`config.mk`:
```
export PLATFORM = sky130hd
export DESIGN_NAME = dacsf_top
export DESIGN_NICKNAME = d
export VERILOG_FILES = /design/src/rtl/dacsf_pkg.sv /design/src/rtl/dacsf_sync.sv /design/src/rtl/dacsf_top.sv
export VERILOG_INCLUDE_DIRS = /design/src /design/src/rtl
export SDC_FILE = /design/constraint.sdc
export NUM_CORES = 1
export LEC_CHECK = 0
export BUFFER_PORTS_ARGS = -buffer_cell sky130_fd_sc_hd__buf_2
export CAP_MARGIN = 5
export CORE_ASPECT_RATIO = 1.25
export CORE_MARGIN = 4
export CORE_UTILIZATION = 40
export DETAILED_ROUTE_END_ITERATION = 8
export GPL_TIMING_DRIVEN = 0
export PLACE_DENSITY = 0.65
export SLEW_MARGIN = 25
export SYNTH_ARGS = -nofsm -noshare
export SYNTH_HDL_FRONTEND = slang
export SYNTH_SLANG_ARGS = --single-unit
```
`constraint.sdc`:
```
create_clock -name sys_clk_i -period 1.95 [get_ports sys_clk_i]
set_input_delay 0.0975 -clock sys_clk_i [delete_from_list [all_inputs] [get_ports sys_clk_i]]
set_output_delay 0.0975 -clock sys_clk_i [all_outputs]
set_load 0.02 [all_outputs]
```
`src/rtl/dacsf_regs.svh`:
```
// Constants for the serial write front end.
`ifndef DACSF_REGS_SVH
`define DACSF_REGS_SVH
`define DACSF_FRAME_BITS 24
`define DACSF_CNT_W 5
`define DACSF_CODE_W 16
`define DACSF_MODE_HI_POS 17
`define DACSF_MODE_LO_POS 16
`define DACSF_CODE_RST 16'h0000
`define DACSF_MODE_RST 2'h0
`endif

```
`src/rtl/dacsf_pkg.sv`:
```
// Types for the serial write front end.
package dacsf_pkg;
    typedef enum logic [1:0] {
        DACSF_PM_NORMAL = 2'h0,
        DACSF_PM_1K = 2'h1,
        DACSF_PM_100K = 2'h2,
        DACSF_PM_HIZ = 2'h3
    } dacsf_pmode_type;
    typedef enum logic [1:0] {
        DACSF_IDLE = 2'h1,
        DACSF_SHIFT = 2'h2
    } dacsf_state_type;
    typedef struct packed {
        logic sclk;
        logic sel_n;
        logic sdi;
    } dacsf_link_type;
    typedef struct packed {
        logic [15:0] code;
        dacsf_pmode_type mode;
    } dacsf_out_type;
endpackage

```
`src/rtl/dacsf_sync.sv`:
```
// Two-flop synchroniser for the three link pins.
module dacsf_sync (
    input wire logic sys_clk_i,
    input wire logic nrst_i,
    input wire dacsf_pkg::dacsf_link_type pins_i,
    output dacsf_pkg::dacsf_link_type sync_o
);
    typedef struct packed {
        dacsf_pkg::dacsf_link_type s1;
        dacsf_pkg::dacsf_link_type s2;
    } dacsf_sync_state_type;
    dacsf_sync_state_type st_r;
    dacsf_sync_state_type st_nxt;
    always_comb begin
        st_nxt.s1 = pins_i;
        st_nxt.s2 = st_r.s1;
    end
    // Idle link levels at reset so no false edge is seen on release.
    always_ff @(posedge sys_clk_i or negedge nrst_i) begin
        if (!nrst_i) begin
            st_r <= '{s1: 3'h6, s2: 3'h6};
        end else begin
            st_r <= st_nxt;
        end
    end
    assign sync_o = st_r.s2;
endmodule

```
`src/rtl/dacsf_top.sv`:
```
// Serial write front end of a 16-bit voltage-output converter.
// Functional notes
// - Sample data on each falling serial clock.
// - Frame select low opens frame, active low.
// - Load converter register after 24th edge.
// - Early frame select rise aborts frame.
// - Power-up output code zero until write.
// - Converter code is 16-bit straight binary.
// - Power mode changes only via frames.
// - Bits 17:16 select power-down mode.
// - Power-down frames also load converter code.
`include "dacsf_regs.svh"
module dacsf_top (
    input wire logic sys_clk_i,
    input wire logic nrst_i,
    input wire logic sclk_i,
    input wire logic sel_n_i,
    input wire logic sdi_i,
    output logic [15:0] dac_code_o,
    output dacsf_pkg::dacsf_pmode_type power_mode_o,
    output logic update_o
);
    typedef struct packed {
        dacsf_pkg::dacsf_state_type fsm;
        logic sclk_d;
        logic [`DACSF_FRAME_BITS-1:0] shreg;
        logic [`DACSF_CNT_W-1:0] cnt;
        logic [`DACSF_CODE_W-1:0] code;
        dacsf_pkg::dacsf_pmode_type mode;
        logic upd;
    } dacsf_state_type;
    dacsf_pkg::dacsf_link_type pins;
    dacsf_pkg::dacsf_link_type lnk;
    dacsf_state_type st_r;
    dacsf_state_type st_nxt;
    logic fall;
    logic [`DACSF_FRAME_BITS-1:0] shifted;
    assign pins = '{sclk: sclk_i, sel_n: sel_n_i, sdi: sdi_i};
    dacsf_sync u_sync (
        .sys_clk_i(sys_clk_i),
        .nrst_i(nrst_i),
        .pins_i(pins),
        .sync_o(lnk)
    );
    assign fall = st_r.sclk_d & ~lnk.sclk;
    assign shifted = {st_r.shreg[`DACSF_FRAME_BITS-2:0], lnk.sdi};
    always_comb begin
        st_nxt = st_r;
        st_nxt.sclk_d = lnk.sclk;
        st_nxt.upd = 1'b0;
        unique case (st_r.fsm)
            dacsf_pkg::DACSF_IDLE: begin
                if (!lnk.sel_n) begin
                    st_nxt.fsm = dacsf_pkg::DACSF_SHIFT;
                    st_nxt.cnt = '0;
                    st_nxt.shreg = '0;
                end
            end
            dacsf_pkg::DACSF_SHIFT: begin
                if (lnk.sel_n) begin
                    // Partial frame dropped; code and mode stay untouched.
                    st_nxt.fsm = dacsf_pkg::DACSF_IDLE;
                end else if (fall) begin
                    st_nxt.shreg = shifted;
                    st_nxt.cnt = st_r.cnt + 5'h01;
                    if (st_r.cnt == 5'(`DACSF_FRAME_BITS - 1)) begin
                        st_nxt.code = shifted[`DACSF_CODE_W-1:0];
                        st_nxt.mode = dacsf_pkg::dacsf_pmode_type'(
                            {shifted[`DACSF_MODE_HI_POS], shifted[`DACSF_MODE_LO_POS]});
                        st_nxt.upd = 1'b1;
                        // Edges past the 24th fill a new frame, which loads on its own 24th edge or is dropped when select rises.
                        st_nxt.fsm = dacsf_pkg::DACSF_IDLE;
                        st_nxt.cnt = '0;
                    end
                end
            end
            default: st_nxt.fsm = dacsf_pkg::DACSF_IDLE;
        endcase
    end
    always_ff @(posedge sys_clk_i or negedge nrst_i) begin
        if (!nrst_i) begin
            st_r.fsm <= dacsf_pkg::DACSF_IDLE;
            st_r.sclk_d <= 1'b1;
            st_r.shreg <= '0;
            st_r.cnt <= '0;
            st_r.code <= `DACSF_CODE_RST;
            st_r.mode <= dacsf_pkg::dacsf_pmode_type'(`DACSF_MODE_RST);
            st_r.upd <= 1'b0;
        end else begin
            st_r <= st_nxt;
        end
    end
    // Idle reopens a frame at once while select stays low, so stray edges after a
    // full frame start a new frame; it loads on its 24th edge or is discarded as a partial frame.
    assign dac_code_o = st_r.code;
    assign power_mode_o = st_r.mode;
    assign update_o = st_r.upd;
endmodule

```
; ---- Word-level counts from Yosys, hierarchy flattened
; Cells that the tools add are included.
[word_totals]
reg_bits = 50
latchBits = 0
ram_bits = 0
romBits = 0
in_bits = 5
out_inout_bits = 19
wordCells = 40
n_memories = 0
[classes]
addsub = 1
mul = 0
div = 0
n_lt_le_gt_ge = 0
n_eq_ne = 8
shift = 0
n_mux = 11
bitwise_logic = 3
n_reduce_logical = 4
[op_table]
columns = op, count
row1 = $mux W41, 2
row2 = $pmux W22 S2, 1
row3 = $mux W24, 1
row4 = $mux W22, 1
row5 = $mux W2, 4
row6 = $reduce_and A4 Y1, 2
row7 = $ne A2 B2 Y1 const B, 3
row8 = $ne A3 B2 Y1 const B, 2
row9 = $add A5 B1 Y5 const B, 1
row10 = $eq A5 B5 Y1 const B, 1
row11 = $pmux W2 S2, 1
row12 = $reduce_and A3 Y1, 1
row13 = $eq A2 B1 Y1 const B, 1
row14 = $eq A2 B2 Y1 const B, 1
row15 = $not A1 Y1, 2
row16 = $reduce_bool A2 Y1, 1
row17 = $and A1 B1 Y1, 1
row18 = $mux W1, 1

; ---- Logic depth before layout (Yosys ltp)
[logic_depth]
ltp_word = 5
ltp_mapped = 5
ltp_nobuf = 4

; ---- Modules after synthesis
; Synthesis repeated with hierarchy kept, for this count alone.
[hier_totals]
cells_unflattened = 137
hier_area_um2 = 2045.7
[modules_own_cells]
columns = mod, instances, cells_each, area_per_inst_um2
row1 = dacsf_top, 1, 131, 1890.6
row2 = dacsf_sync, 1, 6, 155.1

; ---- Least setup slack after synthesis
; No wires, ideal clock.
[synth_path]
kind = reg2reg
from = reg st_r[19]
to = reg st_r[3], in the netlist dac_code_o[0]
setup_time_ns = 0.125
arrival_time_ns = 1.657
path_slack_ns = 0.168
path_stages_with_launch = 6
path_buffers = 1
synth_period_minus_slack_ns = 1.782
path_cell_list = dfrtp_1 ha_1 nand4b_4 nor3_4 buf_12 mux2_4
[synth_via]
elab_chain_len = 2
[synth_rtl]
columns = element, line
row1 = "start, declared", dacsf_top.sv:34  ; dacsf_state_type st_r;
row2 = "start signal, assigned", dacsf_top.sv:90  ; st_r <= st_nxt;
row3 = $eq A5 B5 Y1, dacsf_top.sv:66  ; if (st_r.cnt == 5'(`DACSF_FRAME_BITS - 1)) begin
row4 = $reduce_and A4 Y1 (no line), -
; Every way passes these cells.
; A chain may end at the register's enable or synchronous reset.

; ---- Worst setup path after layout
[layout_path]
from = reg st_r[48]
to = reg st_r[17], in the netlist dac_code_o[14]
[layout_via]
elab_chain_len = 2
[layout_rtl]
columns = element, line
row1 = $and A1 B1 Y1, dacsf_top.sv:45  ; assign fall = st_r.sclk_d & ~lnk.sclk;
row2 = $reduce_and A4 Y1 (no line), -
; Every way passes these cells.

==> results.toml <==
[worst_hold_path]
worstHoldPathType = "input port to async pin"

[power_and_ir_drop]
ir_worst_vdd_uv = 494
leakagePower_uw = 0.00129
powerDensity_nw_per_um2 = 762

[critical_path]
cp_cell_sequence = "nand4bb_1, clkbuf_1, nor3_4, buf_4, mux2_2"
cpMaxStageDelayCell = "dfstp_2"
worstSetupPathType = "register to register"
crit_arrival_ns = 1.97
cp.required_ns = 2.14
crit_path_max_fanout = 6
startpoint_type = "register"
cpPeakStageDelay_ns = 0.55
rrSetupSlack_ns = 0.17
worstSetupEndpointType = "register"

[layout]
fin_area_um2 = 2460
area_growth_pct = 18.9
drive_above_1_share = 0.461
stdcell_count = 240
fin_nets = 183
n_antenna_cell = 0

[placed_design]
finalWeightedCongestion = 0.713
hpwl_um = 2340
post-place-ws_ns = -0.0769
placedCellCount = 226
numPortBuffers = 23
dpl_cell_area_um2 = 2280

[clock_tree]
cts.clk_slew.worst_paths_ns = 0.09
cts_buffers = 5
clk_path_buf_depth = 2
worstSkewPairLatency_ns = 0.30
cts_tree = "yes"
cts_root_buf = "clkbuf_8"
cts-htree-levels = 2
clock-sinks = 50
cts.repair.resized = 0

[synth]
synth.distinct_cells = 32
ys_ff_latch = 50
ys.warnings.count = 0
netlist_area_um2 = 2070
synth_fp_nets = 146
synth_cells = 140
synth_seq_area_share = 0.608
avgSynthCellArea_um2 = 14.8
synthFlopType = "dfrtp_1"
synth_edf_count = 0
synthArstFlopShare = 1.00

[timing]
fin_crit_ns = 1.78
skew_ns = 0.00903
max_slew_margin = 0.675
slew_viol_final = 0
finalWorstSetupSlack_ns = 0.166
period_share = 0.915
max_freq_mhz = 561
fin_setup_tns_ns = 0
setup_viol = 0
tightest_slew_ns = 0.481
timing.hold.ws_ns = 0.253
final_hold_viol_count = 0
grt_setup_unrepaired = "no"

[die]
fp.dieW_um = 72.3
die_area_um2 = 6400
die-height_um = 88.4
core_area_um2 = 5040
pin_count = 24
rows = 29
start_util = 0.410

[global_routing]
track_usage = 0.122
grt_start_max_net_pins = 33
antenna_found_initial = 0
grt_pass1_wl_um = 6000
grt-ovfl-total = 0
grt_pass1_vias = 1287

[detailed_routing]
vias = 1213
dr.first_iter.drc_count = 57
dr.pass1.iters = 4
ant_nets = 0
drt-total-wl_um = 3360
viasPerCell = 5.05
wire_per_inst_um = 14.0
drc = 0

[flow_run]
max-cap-violations = 0

[run_status]
status = "completed"
[final timing paths]
check,cells past startpoint,end,startpoint
setup / recovery,5,dac_code_o[14],st_r[48]
hold / removal,2,dac_code_o[2],nrst_i
setup reg to reg,5,dac_code_o[14],st_r[48]
hold reg to reg,0,u_sync.sync_o[1],u_sync.st_nxt[1]
max in group asynchronous,3,u_sync.sync_o[1],nrst_i
min in group sys_clk_i,0,u_sync.sync_o[1],u_sync.st_nxt[1]
[metal layers]
layer	global-route usage	vias up	wire, um
li1	-	564	-
met1	0.150	617	1480
met2	0.205	24	1670
met3	0.0239	8	131
met4	0.0615	0	80
met5	0	-	0
[Yosys cell counts, types with 2 or more instances]
library cell  count  share of area
dfrtp_1          44           0.53
a22o_1           18          0.076
buf_4            18          0.065
mux2_2            9          0.049
mux2_4            9          0.065
dfstp_2           6          0.076
inv_1             4         0.0073
buf_2             3         0.0073
a21o_1            2         0.0073
a21oi_1           2         0.0048
clkbuf_1          2         0.0036
nand3_1           2         0.0048
nand4_1           2         0.0060
[where the power goes]
part / total (uW) / internal (uW) / switching, uW / leakage, uW
Clock: 721 / 383 / 338 / 0.0000514
Combinational: 86.2 / 30.6 / 55.6 / 0.000568
Sequential: 1070 / 1060 / 10.5 / 0.000672
Total: 1870 / 1470 / 404 / 0.00129
[critical path: cells and delay by family (launching register included)]
family	cells	cell delay, ns
AND/OR/NAND/NOR	2	0.42
buffers and inverters	2	0.38
flip-flops	1	0.55
multiplexers	1	0.32
[registers in the layout, indices dropped and copies added (netlist names)]
name,flops
power_mode_o,2
u_sync.st_nxt,3
st_r,8
dac_code_o,16
u_sync.sync_o,3
update_o,1
shifted,17
[layout by cell type (no fill, tap or decap), types with 2 or more instances in the layout]
master,count
clkbuf_8,5
clkbuf_1,3
inv_1,4
dfstp_2,6
mux2_4,9
buf_2,26
mux2_2,9
a21o_1,2
dlygate4sd3_1,4
nand4_1,2
buf_12,3
nand3_1,2
dfrtp_1,44
buf_4,19
a22o_1,18
a21oi_1,2
[area by class of cell]
| type | instances | area (um2) |
|---|---|---|
| fill | 455 | 2580 |
| sequential | 50 | 1260 |
| multi-input combinational | 62 | 618 |
| timing repair buffer | 30 | 203 |
| buffer | 24 | 178 |
| tap | 62 | 77.6 |
| clock buffer | 6 | 72.6 |
| clock inverter | 2 | 37.5 |
| inverter | 4 | 15.0 |
[metrics by stage]
stage          utilization  total power (uW)
2_1_floorplan            -              1130
3_3_place_gp         0.449              1160
3_5_place_dp         0.452              1170
4_1_cts              0.488              1900
5_1_grt              0.488              1960
6_report             0.488              1870
[cells by family (layout without fill, tap and decap cells)]
logic type      Yosys count  count (layout)  share of synthesized area
buf+inv                  28              66                     0.0931
mux                      19              19                      0.119
simple gates             14              14                     0.0605
fa+ha+maj                 1               1                    0.00604
flops                    50              50                      0.608
compound gates           28              28                      0.113
[repair_timing]
item / 4_1_cts / 5_1_grt
buffers inserted: 2 / 0
hold buffers: 4 / 0
endpoints found under the setup margin: 9 / 0
endpoints found under the hold margin: 17 / 0
Note: power is estimated with default switching activity, not from simulation.
